===== src/dco_pull_pkg.sv =====
package dco_pull_pkg;
	localparam int CLK_MHZ = 100;
	localparam int PULL_DELAY_US = 103;
	localparam int PULL_DELAY_CYC = PULL_DELAY_US * CLK_MHZ;
	localparam int PULL_SETTLE_US = 20;
	localparam int PULL_SETTLE_CYC = PULL_SETTLE_US * CLK_MHZ;
	localparam int ADDR_W = 8;
	localparam int DATA_W = 16;
	localparam logic [7:0] ADDR_WORD_LOW = 8'h00;
	localparam logic [7:0] ADDR_WORD_HIGH = 8'h01;
	localparam logic [7:0] ADDR_SPAN = 8'h02;
	localparam logic [7:0] ADDR_SYNTH_INT = 8'h03;
	localparam logic [7:0] ADDR_SYNTH_FRAC = 8'h04;
	localparam logic [7:0] ADDR_OUT_DIV = 8'h05;
	localparam logic [7:0] ADDR_DRV_STAGE = 8'h06;
	localparam int HIGH_MSB = 9;
	localparam int OE_BIT = 10;
	localparam int SPAN_MSB = 3;
	localparam int INT_MSB = 15;
	localparam int INT_LSB = 11;
	localparam int FRAC_HI_MSB = 10;
	localparam int OUTPUT_DIVIDER_AND_DRIVE_HIGH_MSB = 15;
	localparam int OUTPUT_DIVIDER_AND_DRIVE_HIGH_LSB = 3;
	localparam int DRV_MSB = 2;
	localparam int MDRV_BIT = 3;
	localparam int WORD_W = 26;
	localparam int SPAN_W = 12;
	localparam logic [15:0] RESET_WORD = 16'h0000;
	localparam logic [11:0] SPAN_PPM_TABLE [16] = '{
		12'h019, 12'h032, 12'h050, 12'h064, 12'h07D, 12'h096, 12'h0C8, 12'h190,
		12'h258, 12'h320, 12'h4B0, 12'h640, 12'hC80, 12'h000, 12'h000, 12'h000};
	typedef enum logic [1:0] {
		PULL_IDLE   = 2'b00,
		PULL_DELAY  = 2'b01,
		PULL_SETTLE = 2'b10
	} pull_state_t;
endpackage


===== src/dco_pull_and_oe_registers.sv =====
`timescale 1ns/1ps
module dco_pull_and_oe_registers
	import dco_pull_pkg::*;
#(
	parameter int PULL_DELAY_CYCLES = PULL_DELAY_CYC
)(
	input  wire logic                clock_in,
	input  wire logic                reset_n_in,
	input  wire logic                wr_en_in,
	input  wire logic [ADDR_W-1:0]   wr_addr_in,
	input  wire logic [DATA_W-1:0]   wr_data_in,
	input  wire logic                rd_en_in,
	input  wire logic [ADDR_W-1:0]   rd_addr_in,
	input  wire logic                sw_oe_select_in,
	input  wire logic                oe_pin_in,
	output logic [DATA_W-1:0]        rd_data_out,
	output logic                     rd_valid_out,
	output logic [WORD_W-1:0]        applied_word_out,
	output logic [SPAN_W-1:0]        span_ppm_out,
	output logic                     pull_start_out,
	output logic                     pull_busy_out,
	output logic                     pull_settled_out,
	output logic                     output_enable_out,
	output logic [4:0]               synth_int_out,
	output logic [26:0]              synth_frac_out,
	output logic [12:0]              out_div_out,
	output logic                     drv_stage_div_out,
	output logic [5:0]               drive_ctrl_out
);
	function automatic logic hit(input logic en, input logic [ADDR_W-1:0] a,
			input logic [ADDR_W-1:0] off);
		hit = en && (a == off);
	endfunction

	logic [15:0]  word_low_r;
	logic [9:0]   word_high_r;
	logic         oe_bit_r;
	logic [3:0]   span_sel_r;
	logic [4:0]   synth_int_r;
	logic [10:0]  frac_hi_r;
	logic [15:0]  frac_lo_r;
	logic [12:0]  out_div_r;
	logic [2:0]   drv_hi_r;
	logic         mdrv_r;
	logic [2:0]   drv_lo_r;
	logic [2:0]   sel_sync_r;
	logic [2:0]   pin_sync_r;
	logic         sw_mode_r;
	logic         oe_pin_r;
	pull_state_t  state_r;
	logic [15:0]  cnt_r;
	logic [15:0]  rd_mux;
	logic         wr_high;
	logic [15:0]  since_high_r;
	logic [15:0]  since_start_r;
	assign wr_high = hit(wr_en_in, wr_addr_in, ADDR_WORD_HIGH);

	// pin inputs pass three stages
	always_ff @(posedge clock_in or negedge reset_n_in)
	begin
		if (!reset_n_in)
		begin
			sel_sync_r <= 3'h0;
			pin_sync_r <= 3'h0;
			sw_mode_r  <= 1'b0;
			oe_pin_r   <= 1'b0;
		end
		else
		begin
			sel_sync_r <= {sel_sync_r[1:0], sw_oe_select_in};
			pin_sync_r <= {pin_sync_r[1:0], oe_pin_in};
			if (sel_sync_r[1] == sel_sync_r[2])
				sw_mode_r <= sel_sync_r[2];
			if (pin_sync_r[1] == pin_sync_r[2])
				oe_pin_r <= pin_sync_r[2];
		end
	end

	// control word registers
	always_ff @(posedge clock_in or negedge reset_n_in)
	begin
		if (!reset_n_in)
		begin
			word_low_r  <= RESET_WORD;
			word_high_r <= 10'h000;
		end
		else
		begin
			if (hit(wr_en_in, wr_addr_in, ADDR_WORD_LOW))
				word_low_r <= wr_data_in;
			if (wr_high)
				word_high_r <= wr_data_in[HIGH_MSB:0];
		end
	end

	// software enable bit
	always_ff @(posedge clock_in or negedge reset_n_in)
	begin
		if (!reset_n_in)
			oe_bit_r <= 1'b0;
		else if (wr_high && sw_mode_r)
			oe_bit_r <= wr_data_in[OE_BIT];
	end

	// span, synthesizer, output divider and drive registers
	always_ff @(posedge clock_in or negedge reset_n_in)
	begin
		if (!reset_n_in)
		begin
			span_sel_r  <= 4'h0;
			synth_int_r <= 5'h00;
			frac_hi_r   <= 11'h000;
			frac_lo_r   <= 16'h0000;
			out_div_r   <= 13'h0000;
			drv_hi_r    <= 3'h0;
			mdrv_r      <= 1'b0;
			drv_lo_r    <= 3'h0;
		end
		else
		begin
			if (hit(wr_en_in, wr_addr_in, ADDR_SPAN))
				span_sel_r <= wr_data_in[SPAN_MSB:0];
			if (hit(wr_en_in, wr_addr_in, ADDR_SYNTH_INT))
			begin
				synth_int_r <= wr_data_in[INT_MSB:INT_LSB];
				frac_hi_r   <= wr_data_in[FRAC_HI_MSB:0];
			end
			if (hit(wr_en_in, wr_addr_in, ADDR_SYNTH_FRAC))
				frac_lo_r <= wr_data_in;
			if (hit(wr_en_in, wr_addr_in, ADDR_OUT_DIV))
			begin
				out_div_r <= wr_data_in[OUTPUT_DIVIDER_AND_DRIVE_HIGH_MSB:OUTPUT_DIVIDER_AND_DRIVE_HIGH_LSB];
				drv_hi_r  <= wr_data_in[DRV_MSB:0];
			end
			if (hit(wr_en_in, wr_addr_in, ADDR_DRV_STAGE))
			begin
				mdrv_r   <= wr_data_in[MDRV_BIT];
				drv_lo_r <= wr_data_in[DRV_MSB:0];
			end
		end
	end

	// read mux
	always_comb
	begin
		rd_mux = 16'h0000;
		case (rd_addr_in)
			ADDR_WORD_LOW:   rd_mux = word_low_r;
			ADDR_WORD_HIGH:  rd_mux = {5'h00, oe_bit_r, word_high_r};
			ADDR_SPAN:       rd_mux = {12'h000, span_sel_r};
			ADDR_SYNTH_INT:  rd_mux = {synth_int_r, frac_hi_r};
			ADDR_SYNTH_FRAC: rd_mux = frac_lo_r;
			ADDR_OUT_DIV:    rd_mux = {out_div_r, drv_hi_r};
			ADDR_DRV_STAGE:  rd_mux = {12'h000, mdrv_r, drv_lo_r};
			default:         rd_mux = 16'h0000;
		endcase
	end

	always_ff @(posedge clock_in or negedge reset_n_in)
	begin
		if (!reset_n_in)
		begin
			rd_data_out  <= 16'h0000;
			rd_valid_out <= 1'b0;
		end
		else
		begin
			rd_valid_out <= rd_en_in;
			if (rd_en_in)
				rd_data_out <= rd_mux;
		end
	end

	// pull sequencer
	always_ff @(posedge clock_in or negedge reset_n_in)
	begin
		if (!reset_n_in)
		begin
			state_r          <= PULL_IDLE;
			cnt_r            <= 16'h0000;
			pull_start_out   <= 1'b0;
			pull_settled_out <= 1'b0;
			pull_busy_out    <= 1'b0;
			applied_word_out <= 26'h0000000;
		end
		else
		begin
			pull_start_out <= 1'b0;
			if (wr_high)
			begin
				state_r          <= PULL_DELAY;
				cnt_r            <= 16'(PULL_DELAY_CYCLES - 1);
				pull_settled_out <= 1'b0;
				pull_busy_out    <= 1'b1;
			end
			else
			begin
				case (state_r)
					PULL_IDLE:
						cnt_r <= 16'h0000;
					PULL_DELAY:
						if (cnt_r == 16'h0000)
						begin
							applied_word_out <= {word_high_r, word_low_r};
							pull_start_out   <= 1'b1;
							state_r          <= PULL_SETTLE;
							cnt_r            <= 16'(PULL_SETTLE_CYC - 1);
						end
						else
							cnt_r <= cnt_r - 16'h0001;
					PULL_SETTLE:
						if (cnt_r == 16'h0000)
						begin
							pull_settled_out <= 1'b1;
							pull_busy_out    <= 1'b0;
							state_r          <= PULL_IDLE;
						end
						else
							cnt_r <= cnt_r - 16'h0001;
					default:
						state_r <= PULL_IDLE;
				endcase
			end
		end
	end

	// output enable and config outputs
	always_ff @(posedge clock_in or negedge reset_n_in)
	begin
		if (!reset_n_in)
		begin
			output_enable_out <= 1'b0;
			span_ppm_out      <= 12'h000;
			synth_int_out     <= 5'h00;
			synth_frac_out    <= 27'h0000000;
			out_div_out       <= 13'h0000;
			drv_stage_div_out <= 1'b0;
			drive_ctrl_out    <= 6'h00;
		end
		else
		begin
			output_enable_out <= sw_mode_r ? oe_bit_r : oe_pin_r;
			span_ppm_out      <= SPAN_PPM_TABLE[span_sel_r];
			synth_int_out     <= synth_int_r;
			synth_frac_out    <= {frac_hi_r, frac_lo_r};
			out_div_out       <= out_div_r;
			drv_stage_div_out <= mdrv_r;
			drive_ctrl_out    <= {drv_hi_r, drv_lo_r};
		end
	end
	// assertion helpers
	always_ff @(posedge clock_in or negedge reset_n_in)
	begin
		if (!reset_n_in)
		begin
			since_high_r  <= 16'hFFFF;
			since_start_r <= 16'hFFFF;
		end
		else
		begin
			if (wr_high)
				since_high_r <= 16'h0000;
			else if (since_high_r != 16'hFFFF)
				since_high_r <= since_high_r + 16'h0001;
			if (state_r == PULL_DELAY && cnt_r == 16'h0000 && !wr_high)
				since_start_r <= 16'h0000;
			else if (since_start_r != 16'hFFFF)
				since_start_r <= since_start_r + 16'h0001;
		end
	end
	property p_low_store;
		@(posedge clock_in) disable iff (!reset_n_in)
		hit(wr_en_in, wr_addr_in, ADDR_WORD_LOW) |=> word_low_r == $past(wr_data_in);
	endproperty
	a_low_store: assert property (p_low_store) else $error("lower word not stored");
	property p_high_store;
		@(posedge clock_in) disable iff (!reset_n_in)
		wr_high |=> word_high_r == $past(wr_data_in[HIGH_MSB:0]);
	endproperty
	a_high_store: assert property (p_high_store) else $error("upper word not stored");
	property p_span_read;
		@(posedge clock_in) disable iff (!reset_n_in)
		rd_en_in && rd_addr_in == ADDR_SPAN |=> rd_valid_out && rd_data_out[15:4] == 12'h000
			&& rd_data_out[3:0] == $past(span_sel_r);
	endproperty
	a_span_read: assert property (p_span_read) else $error("span readback wrong");
	property p_synth_store;
		@(posedge clock_in) disable iff (!reset_n_in)
		hit(wr_en_in, wr_addr_in, ADDR_SYNTH_INT) |=> ##1
			synth_int_out == $past(wr_data_in[INT_MSB:INT_LSB], 2)
			&& synth_frac_out[26:16] == $past(wr_data_in[FRAC_HI_MSB:0], 2);
	endproperty
	a_synth_store: assert property (p_synth_store) else $error("synth divider wrong");
	property p_frac_lo;
		@(posedge clock_in) disable iff (!reset_n_in)
		hit(wr_en_in, wr_addr_in, ADDR_SYNTH_FRAC) |=> ##1
			synth_frac_out[15:0] == $past(wr_data_in, 2);
	endproperty
	a_frac_lo: assert property (p_frac_lo) else $error("fraction low wrong");
	property p_start_delay;
		@(posedge clock_in) disable iff (!reset_n_in)
		pull_start_out |-> since_high_r == 16'(PULL_DELAY_CYCLES);
	endproperty
	a_start_delay: assert property (p_start_delay) else $error("pull start mistimed");
	property p_settle;
		@(posedge clock_in) disable iff (!reset_n_in)
		$rose(pull_settled_out) |-> since_start_r == 16'(PULL_SETTLE_CYC);
	endproperty
	a_settle: assert property (p_settle) else $error("settle mistimed");
	property p_sw_oe;
		@(posedge clock_in) disable iff (!reset_n_in)
		sw_mode_r && $stable(sw_mode_r) && $stable(oe_bit_r) ##1 $stable(sw_mode_r) && $stable(oe_bit_r)
			|-> output_enable_out == oe_bit_r;
	endproperty
	a_sw_oe: assert property (p_sw_oe) else $error("enable not following bit");
	property p_oe_off;
		@(posedge clock_in) disable iff (!reset_n_in)
		sw_mode_r && !oe_bit_r ##1 sw_mode_r |-> !output_enable_out;
	endproperty
	a_oe_off: assert property (p_oe_off) else $error("output enabled early");
	property p_pin_ignore;
		@(posedge clock_in) disable iff (!reset_n_in)
		wr_high && !sw_mode_r |=> $stable(oe_bit_r);
	endproperty
	a_pin_ignore: assert property (p_pin_ignore) else $error("enable bit changed");
	property p_apply_on_start;
		@(posedge clock_in) disable iff (!reset_n_in)
		$changed(applied_word_out) |-> pull_start_out;
	endproperty
	a_apply_on_start: assert property (p_apply_on_start) else $error("word applied early");
	property p_span_map;
		@(posedge clock_in) disable iff (!reset_n_in)
		span_sel_r == 4'h7 && $stable(span_sel_r) |=> span_ppm_out == 12'h190;
	endproperty
	a_span_map: assert property (p_span_map) else $error("span ppm wrong");
	c_pull_start: cover property (@(posedge clock_in) disable iff (!reset_n_in) pull_start_out);
	c_settled: cover property (@(posedge clock_in) disable iff (!reset_n_in)
		$rose(pull_settled_out));
	c_restart: cover property (@(posedge clock_in) disable iff (!reset_n_in)
		state_r == PULL_DELAY && wr_high);
	c_sw_oe_on: cover property (@(posedge clock_in) disable iff (!reset_n_in)
		sw_mode_r && $rose(output_enable_out));
endmodule // dco_pull_and_oe_registers


===== config.mk =====
export PLATFORM = sky130hd
export DESIGN_NAME = dco_pull_and_oe_registers
export DESIGN_NICKNAME = d
export VERILOG_FILES = /design/src/dco_pull_pkg.sv /design/src/dco_pull_and_oe_registers.sv
export SDC_FILE = /design/constraint.sdc
export NUM_CORES = 1
export LEC_CHECK = 0
export BUFFER_PORTS_ARGS = -buffer_cell sky130_fd_sc_hd__buf_2
export CAP_MARGIN = 30
export CORE_MARGIN = 3
export CORE_UTILIZATION = 52
export CTS_CLUSTER_SIZE = 16
export DETAILED_ROUTE_END_ITERATION = 10
export PLACE_DENSITY = 0.75
export RECOVER_POWER = 25
export SYNTH_ARGS = -nofsm -noshare
export SYNTH_HDL_FRONTEND = slang
export SYNTH_SLANG_ARGS = --single-unit

===== constraint.sdc =====
create_clock -name clock_in -period 4.95 [get_ports clock_in]
set_input_delay 0.99 -clock clock_in [delete_from_list [all_inputs] [get_ports clock_in]]
set_output_delay 0.99 -clock clock_in [all_outputs]
set_load 0.02 [all_outputs]

==> results of run 1 <==
-- layout make-up --
type | instances | area share [%]
flip-flops and latches | 220 | 51.5
multi-input cells | 390 | 29.1
repair buffers | 157 | 7.94
clock buffers | 29 | 5.97
well taps | 220 | 2.57
clock inverters | 13 | 2.01
inverters | 27 | 0.948
-- state kept, by name, summed over array words and instances, names as in the netlist, 3 cells and up --
| signal | cells |
|---|---|
| synth_frac_out | 27 |
| applied_word_out | 26 |
| cnt_r | 16 |
| frac_lo_r | 16 |
| rd_data_out | 16 |
| word_low_r | 16 |
| out_div_out | 13 |
| out_div_r | 13 |
| span_ppm_out | 12 |
| frac_hi_r | 11 |
| word_high_r | 10 |
| drive_ctrl_out | 6 |
| synth_int_out | 5 |
| synth_int_r | 5 |
| span_sel_r | 4 |
| drv_hi_r | 3 |
| drv_lo_r | 3 |
| pin_sync_r | 3 |
| sel_sync_r | 3 |
-- critical path, stage by stage (launching register included) --
cell,delay (ns)
dfrtp_1,0.44
inv_1,0.08
ha_1,0.30
or4b_2,0.66
nor4_4,0.41
and3_2,0.85
mux2_2,0.42
-- metal layers --
layer / wire, um / part of all wire (%)
met1: 9070 / 42
met4: 549 / 2.5
met3: 1170 / 5.4
met2: 10800 / 50
met5: 0 / 0
-- stage by stage --
stage | cells | worst slack, ns | instance area [sq um]
2_1_floorplan | 664 | 2.06 | 8850
3_3_place_gp | 1009 | 1.32 | 9780
3_5_place_dp | 1014 | 1.28 | 9850
4_1_cts | 1056 | 1.64 | 10700
5_1_grt | 1056 | 1.48 | 10700
6_report | 1056 | 1.66 | 10700
-- path summary, 6_finish.rpt --
path	slack (ns)	endpoint	start
max	1.66	applied_word_out[0]	cnt_r[0]
min	0.34	sel_sync_r[1]	sel_sync_r[0]
max reg2reg	1.66	applied_word_out[0]	cnt_r[0]
min reg2reg	0.34	sel_sync_r[1]	sel_sync_r[0]
max in group asynchronous	2.04	state_r[0]	reset_n_in
min in group asynchronous	1.32	out_div_out[9]	reset_n_in
-- placed cells by master (no fill, tap or decap), drive strengths merged, types with 10 or more instances in the layout --
cell type  count
nor2          28
dfrtp        220
o21ai         18
mux2         112
inv           29
o22ai         18
nor3          10
clkbuf        31
a221oi        12
a21oi         13
buf          155
nand2         51
nand3         14
-- cell families (layout without fill, tap and decap cells) --
group                    count (synthesis)  after routing  synth area share (%)
flip-flops                             220            220                  62.2
multiplexers                           122            122                  16.3
AND/OR/NAND/NOR                        153            153                  8.81
AO/OA/AOI/OAI                          104            104                  8.27
adder cells (fa/ha/maj)                 11             11                  1.50
buffers and inverters                   54            226                  2.87
-- where the power goes --
part,internal [W],leakage [nW],switching (W)
sequential,0.00191,3.00,0.0000883
clock,0.00118,0.419,0.000709
combinational,0.000278,2.07,0.000446
total,0.00337,5.49,0.00124
==> impl_metrics.toml, run 1 <==
[timing]
worstMarginPinSlew_ns = 2.70
hold-worst-slack_ns = 0.343
rsz0062_at_grt = "no"
fin_tns_setup_ns = 0
fin_skew_ns = 0.0210
finalCritPeriodShare_pct = 66.5
relSlewSlack_pct = -80.2
drv_slew = 113
fmax_ghz = 0.304
setup_viol = 0
timing.final.crit_period_ns = 3.29
hold_violations = 0

[run_status]
status = "finished, violations left"
violations = "max-capacitance violations, max-slew violations"

[critical_path]
cp.required_ns = 5.33
start_kind = "flip-flop"
path_max_fanout = 27
cp-end-kind = "flip-flop"
arrival_ns = 3.67
reg2regPathDepth = 6
path_class = "flip-flop to flip-flop"

[clock_tree]
cts_resized = 0
insertion_delay_ns = 0.51
cts.reportedPaths.clkPinSlew_ns = 0.06
cts_buffers = 23
clock_sinks = 220
ctsRootBufferMaster = "clkbuf_16"
htreeDepth = 1
postCtsHoldBufs = 0
cts_setup_buffers = 0
cts_tree = "built"
clockBufferDepth = 3

[floorplanning]
die_w_um = 136
rows = 47
coreArea_sq_um = 16600
die_y_um = 136
die_area_sq_um = 18600
start_util_pct = 53.2
io_pins = 149

[synthesis]
synth_common_cells = "220 x dfrtp_1, 93 x mux2_2, 51 x nand2_1, 28 x nor2_1, 27 x inv_1"
synth_top_area_share_pct = 62.2
async_flop_share_pct = 100
synth_area_sq_um = 8850
yosys_warnings = 0
seq_area_frac_synth_pct = 62.2
synth_top_area_cell = "dfrtp_1"
yosysMostFrequentCell = "dfrtp_1"
synth_area_leaders = "dfrtp_1 62%, mux2_2 12%, mux2_4 3.2%"
synth_cell_types = 56
synth_flop_cell = "dfrtp_1"
syn_nets = 711
postSynthAreaPerCell_sq_um = 13.3
synthCells = 664
synth_edf_count = 0
synth_seq_cells = 220

[cells_and_area]
final_util_pct = 64.2
seq_area_sq_um = 5510
syn_to_final_growth_pct = 20.8
multi_input_area_sq_um = 3110
drive_above_1_share_pct = 38.3
fillers = 1254
fin_nets = 866
insertedDiodeCount = 0

[pwr]
finalPower_w = 0.00462
powerDensity_nw_per_um2 = 432
peakVddDrop_uv = 283
power_leakage_nw = 5.49

[global_route]
grt.total_usage_pct = 23.3
antenna_found_initial = 0
grt_pass1_vias = 6204
top_usage_layer = "met2"
grt_max_degree = 114
grtUsageMet2_pct = 38.9
use_met1_pct = 31.3
grt_use_met3_pct = 3.59
gr-total-overflow = 0
grt_pass1_wl_mm = 33.9

[placement]
place_hpwl_mm = 14.7
portBuffers = 148
gp_congestion = 0.861

[drt]
dr.pass1.iters = 5
ant_nets = 0
routed_via_density = 5.80
vias = 6130
routed_wl_mm = 21.6
wire_per_inst_um = 20.4
drc_errors = 0
initialDrtViolationCount = 509

[job]
drv_cap = 1

[hold_path]
hold_path_depth = 0
hp-class = "flip-flop to flip-flop"
No activity file was read; power rests on OpenSTA's default activity.
==> inputs of run 2 (changes only) <==
--- a/config.mk
+++ b/config.mk
@@ -5,13 +5,14 @@
 export SDC_FILE = /design/constraint.sdc
 export NUM_CORES = 1
 export LEC_CHECK = 0
+export ABC_AREA = 1
 export BUFFER_PORTS_ARGS = -buffer_cell sky130_fd_sc_hd__buf_2
 export CAP_MARGIN = 30
 export CORE_MARGIN = 3
-export CORE_UTILIZATION = 52
+export CORE_UTILIZATION = 51
 export CTS_CLUSTER_SIZE = 16
 export DETAILED_ROUTE_END_ITERATION = 10
-export PLACE_DENSITY = 0.75
+export PLACE_DENSITY = 0.76
 export RECOVER_POWER = 25
 export SYNTH_ARGS = -nofsm -noshare
 export SYNTH_HDL_FRONTEND = slang
==> constraint.sdc (replaced) <==
create_clock -name clock_in -period 2.9 [get_ports clock_in]
set_input_delay 0.58 -clock clock_in [delete_from_list [all_inputs] [get_ports clock_in]]
set_output_delay 0.58 -clock clock_in [all_outputs]
set_load 0.02 [all_outputs]
==> impl_metrics.toml, run 2 <==
[floorplanning]
die_area_sq_um = 19100
start_util_pct = 52.9
die_y_um = 138
die_w_um = 138
rows = 47
coreArea_sq_um = 16900
io_pins = 149

[placement]
place_hpwl_mm = 15.0
gp_congestion = 0.900
placed_cell_area_sq_um = 9920
portBuffers = 148

[critical_path]
crit_start = "reset_n_in"
cp.required_ns = 3.54
cp_num_buf_inv = 2
arrival_ns = 2.70
path_class = "primary input to asynchronous set/reset pin"
cp_top_family = "buffers and inverters"
slowest_delay_ns = 1.48
start_kind = "primary input"
cp-end-kind = "asynchronous set/reset pin"
crit_slowest_cell = "clkbuf_2"
path_max_fanout = 84
r2r_start = "state_r[0]"
crit_chain = "clkbuf_2, buf_4"

[synthesis]
async_flop_share_pct = 100
synth_edf_count = 0
synth_area_sq_um = 8930
synth_area_leaders = "dfrtp_1 62%, nand2_1 13%, o21ai_1 4.1%"
synth_flop_cell = "dfrtp_1"
synth_top_area_cell = "dfrtp_1"
yosysMostFrequentCell = "nand2_1"
synth_seq_cells = 220
synth_common_cells = "320 x nand2_1, 220 x dfrtp_1, 79 x inv_1, 73 x o21ai_1, 63 x nor2_1"
yosys_warnings = 0
seq_area_frac_synth_pct = 61.7
synth_top_area_share_pct = 61.7
synth_cell_types = 34
synthCells = 976
syn_nets = 1023
postSynthAreaPerCell_sq_um = 9.15

[global_route]
grt_max_degree = 85
grt_pass1_vias = 6829
antenna_found_initial = 0
gr-total-overflow = 0
grt_pass1_wl_mm = 35.8
grt.total_usage_pct = 22.8

[cells_and_area]
reg_top3 = "synth_frac_out: 27 flops, applied_word_out: 26 flops"
fin_nets = 1180
layout_common_cells = "320 x nand2_1, 220 x dfrtp_1, 146 x buf_2, 79 x inv_1, 73 x o21ai_1"
drive_above_1_share_pct = 20.9
insertedDiodeCount = 0
syn_to_final_growth_pct = 20.2
final_common_cell = "nand2_1"
final_util_pct = 63.6
fin_area_sq_um = 10700
largest_register_ffs = 27
regMostFlops = "synth_frac_out"

[timing]
relSlewSlack_pct = -42.8
fin_skew_ns = 0.0133
worstMarginPinSlew_ns = 2.14
fin_tns_setup_ns = 0
rsz0062_at_grt = "no"
hold_violations = 0
drv_slew = 84
fmax_ghz = 0.486
setup_viol = 0
timing.final.crit_period_ns = 2.06
finalCritPeriodShare_pct = 70.9

[job]
drv_cap = 1

[drt]
vias = 7088
wire_per_inst_um = 15.9
routed_via_density = 5.17
routed_wl_mm = 21.7
drc_errors = 0
dr.pass1.iters = 5
initialDrtViolationCount = 552
ant_nets = 0

[run_status]
violations = "max-capacitance violations, max-slew violations"
status = "finished, violations left"

[clock_tree]
insertion_delay_ns = 0.50
cts_resized = 0
htreeDepth = 1
ctsRootBufferMaster = "clkbuf_16"
clock_sinks = 220
clockBufferDepth = 3
cts_setup_buffers = 0
cts.reportedPaths.clkPinSlew_ns = 0.06
cts_buffers = 23
cts_tree = "built"
postCtsHoldBufs = 0

[hold_path]
min-delay-start = "oe_pin_in"
hp-class = "primary input to flip-flop"

[pwr]
powerDensity_nw_per_um2 = 782
power_leakage_nw = 5.79
peakVddDrop_uv = 556
run 2: cell types whose count changed after synthesis, moves of 36 or more:
| cell | previous run | this run |
|---|---|---|
| nand2_1 | 51 | 320 |
| nand3_1 | 14 | 50 |
| inv_1 | 27 | 79 |
| o21ai_1 | 1 | 73 |
| mux2_2 | 93 | 0 |
| o21ai_0 | 17 | 58 |
run 2: per-layer routing:
layer  GRT usage, %  wire length, um  part of all wire [%]
met4           4.42              280                   1.3
met1           33.4             9610                    44
met3           3.42             1540                   7.1
met5              0                0                     0
met2           37.0            10300                    47
run 2: final timing paths:
| check | end | slack, ns | depth (start not counted) |
|---|---|---|---|
| setup / recovery | word_low_r[0] | 0.84 | 2 |
| hold / removal | pin_sync_r[0] | 0.18 | 1 |
| setup reg to reg | cnt_r[4] | 0.95 | 11 |
| hold reg to reg | sel_sync_r[1] | 0.35 | 0 |
| max in group clock_in | cnt_r[4] | 0.95 | 11 |
| min in group asynchronous | out_div_r[0] | 0.68 | 1 |
run 2: final cells by class:
type / count / area, sq um
multi-input combinational: 632 / 2920
inverter: 95 / 357
clock inverter: 11 / 176
fill: 1393 / 6140
tap: 220 / 275
clock buffer: 31 / 646
timing repair buffer: 161 / 850
sequential: 220 / 5510
run 2: worst reg2reg max path, cell delays in order (launching register included):
cell     delay (ns)
dfrtp_1        0.39
inv_1          0.11
ha_1           0.25
inv_1          0.11
nand2_2        0.18
inv_2          0.07
nand2_1        0.12
nand2_4        0.09
nor2_2         0.29
o21ai_1        0.13
nand2_1        0.08
inv_1          0.03
run 2: cell families (layout without fill, tap and decap cells):
family	after synthesis	in the layout	share of synthesized area, %
DFF	220	220	61.7
AOI/OAI and AO/OA	145	145	8.37
xor gates and xnor gates	6	6	0.588
and+or+nand+nor	470	470	22.3
buffers and inverters	124	298	5.60
adders and majority gates	11	11	1.49
run 2: power by group:
| group | internal [W] | switching (W) |
|---|---|---|
| Combinational | 0.000558 | 0.00127 |
| Clock | 0.00193 | 0.00118 |
| Sequential | 0.00328 | 0.000175 |
run 2: metrics by stage:
stage               setup WS (ns)  hold WS (ns)  std cells  total power [W]
floorplan                    1.26         0.284        976          0.00483
global placement            0.883         0.332       1328          0.00528
detailed placement          0.807         0.338       1328          0.00532
CTS                         0.969        0.0779       1370          0.00844
global route                0.443         0.168       1370          0.00885
finish                      0.844         0.180       1370          0.00839
==> inputs of run 3 (changes only) <==
--- a/config.mk
+++ b/config.mk
@@ -9,10 +9,10 @@
 export BUFFER_PORTS_ARGS = -buffer_cell sky130_fd_sc_hd__buf_2
 export CAP_MARGIN = 30
 export CORE_MARGIN = 3
-export CORE_UTILIZATION = 51
+export CORE_UTILIZATION = 52
 export CTS_CLUSTER_SIZE = 16
 export DETAILED_ROUTE_END_ITERATION = 10
-export PLACE_DENSITY = 0.76
+export PLACE_DENSITY = 0.75
 export RECOVER_POWER = 25
 export SYNTH_ARGS = -nofsm -noshare
 export SYNTH_HDL_FRONTEND = slang
==> constraint.sdc (replaced) <==
create_clock -name clock_in -period 2 [get_ports clock_in]
set_input_delay 0.4 -clock clock_in [delete_from_list [all_inputs] [get_ports clock_in]]
set_output_delay 0.4 -clock clock_in [all_outputs]
set_load 0.02 [all_outputs]
==> impl_metrics.toml, run 3 (synthesized netlist as in run 2, its figures left out) <==
[clock_tree]
cts_buffers = 23
clockBufferDepth = 3
insertion_delay_ns = 0.49
ctsRootBufferMaster = "clkbuf_16"
cts.reportedPaths.clkPinSlew_ns = 0.06
htreeDepth = 1
clock_sinks = 220
cts_tree = "built"

[global_route]
grt.total_usage_pct = 24.2
antenna_found_initial = 0
grt_pass1_vias = 7047
grt_max_degree = 65
grt_pass1_wl_mm = 35.9
gr-total-overflow = 0

[placement]
place_hpwl_mm = 15.3
portBuffers = 148
gp_congestion = 0.894

[pwr]
powerDensity_nw_per_um2 = 1100
power_leakage_nw = 5.83
peakVddDrop_uv = 747
finalPower_w = 0.0118

[drt]
routed_wl_mm = 22.3
drc_errors = 0
ant_nets = 0
vias = 7219
dr.pass1.iters = 6
initialDrtViolationCount = 578
wire_per_inst_um = 16.2
routed_via_density = 5.25

[floorplanning]
die_y_um = 137
die_area_sq_um = 18800
die_w_um = 137
rows = 47
io_pins = 149
coreArea_sq_um = 16700
start_util_pct = 53.5

[timing]
rsz0062_at_grt = "no"
hold_violations = 0
relSlewSlack_pct = 38.4
fin_skew_ns = 0.00757
fin_tns_setup_ns = 0
fmax_ghz = 0.551
finalCritPeriodShare_pct = 90.7
drv_slew = 0
setup_viol = 0
timing.final.crit_period_ns = 1.81
hold-worst-slack_ns = 0.172
worstMarginPinSlew_ns = 0.923

[critical_path]
crit_chain = "inv_1, ha_1, nand2_1, nor2_2, nand2_1, nor2_1, nand3_2, buf_12, nand2_1, o21ai_1"
start_kind = "flip-flop"
slowest_delay_ns = 0.38
crit_slowest_cell = "dfrtp_1"
path_class = "flip-flop to flip-flop"
r2r_start = "cnt_r[0]"
crit_start = "cnt_r[0]"
cp.required_ns = 2.37
cp-end-kind = "flip-flop"
reg2regPathDepth = 10
arrival_ns = 2.19
path_max_fanout = 40
crit_top_cell = "nand2_1"

[run_status]
status = "completed"

[job]
drv_cap = 0

[cells_and_area]
regMostFlops = "synth_frac_out"
final_common_cell = "nand2_1"
largest_register_ffs = 27
fin_nets = 1188
drive_above_1_share_pct = 21.3
syn_to_final_growth_pct = 20.8
insertedDiodeCount = 0
reg_top3 = "synth_frac_out: 27 flops, applied_word_out: 26 flops"
layout_common_cells = "320 x nand2_1, 220 x dfrtp_1, 146 x buf_2, 79 x inv_1, 73 x o21ai_1"

[hold_path]
min-delay-start = "wr_data_in[10]"
hold_path_depth = 3
hp-class = "primary input to flip-flop"
==> run 3: power by group <==
group | internal [W] | switching (W) | leakage [nW] | total [W]
Clock | 0.00241 | 0.00169 | 0.368 | 0.00410
Sequential | 0.00476 | 0.000260 | 2.99 | 0.00502
Combinational | 0.000855 | 0.00186 | 2.48 | 0.00272
==> run 3: layer usage <==
metal / GRT usage [%] / routed length [um] / up-vias
met5: 0 / 0 / -
met3: 3.57 / 1390 / 49
met2: 39.2 / 10600 / 273
li1: - / - / 3429
met4: 7.37 / 554 / 0
met1: 34.2 / 9830 / 3468
==> run 3: through the flow <==
stage               cell area [sq um]  instances  utilization, %  worst slack [ns]
floorplan                        8930        976               -             0.456
global placement                10000       1333            59.9             0.161
detailed placement              10000       1333            59.9             0.109
CTS                             10800       1376            64.6            0.0655
global route                    10800       1376            64.6            0.0174
finish                          10800       1376            64.6             0.186
==> run 3: path summary, 6_finish.rpt <==
check | end | slack, ns
setup / recovery | applied_word_out[21] | 0.19
hold / removal | oe_bit_r | 0.17
hold reg to reg | sel_sync_r[1] | 0.35
max in group asynchronous | word_low_r[3] | 0.62
min in group asynchronous | rd_data_out[15] | 0.63
setup reg to reg | applied_word_out[21] | 0.19
==> run 3: cell type report <==
cell class | instances | area (sq um)
timing repair buffer | 169 | 970
clock inverter | 7 | 48.8
sequential | 220 | 5510
multi-input combinational | 632 | 2930
inverter | 95 | 362
tap | 220 | 275
clock buffer | 33 | 693
fill | 1376 | 5920
==> run 3: timing repair <==
action,CTS,global route
setup buffers,0,0
endpoints found under the hold margin,60,0
resized for setup,0,4
hold buffers,3,0
endpoints found under the setup margin,0,16
==> run 3: worst max-delay path, delay by kind of cell, from the launching register on <==
kind | cells | cell delay [ns]
AND/OR/NAND/NOR | 6 | 0.73
buffers and inverters | 2 | 0.29
AO/OA/AOI/OAI | 1 | 0.06
adder cells (fa/ha/maj) | 1 | 0.23
flip-flops | 1 | 0.38
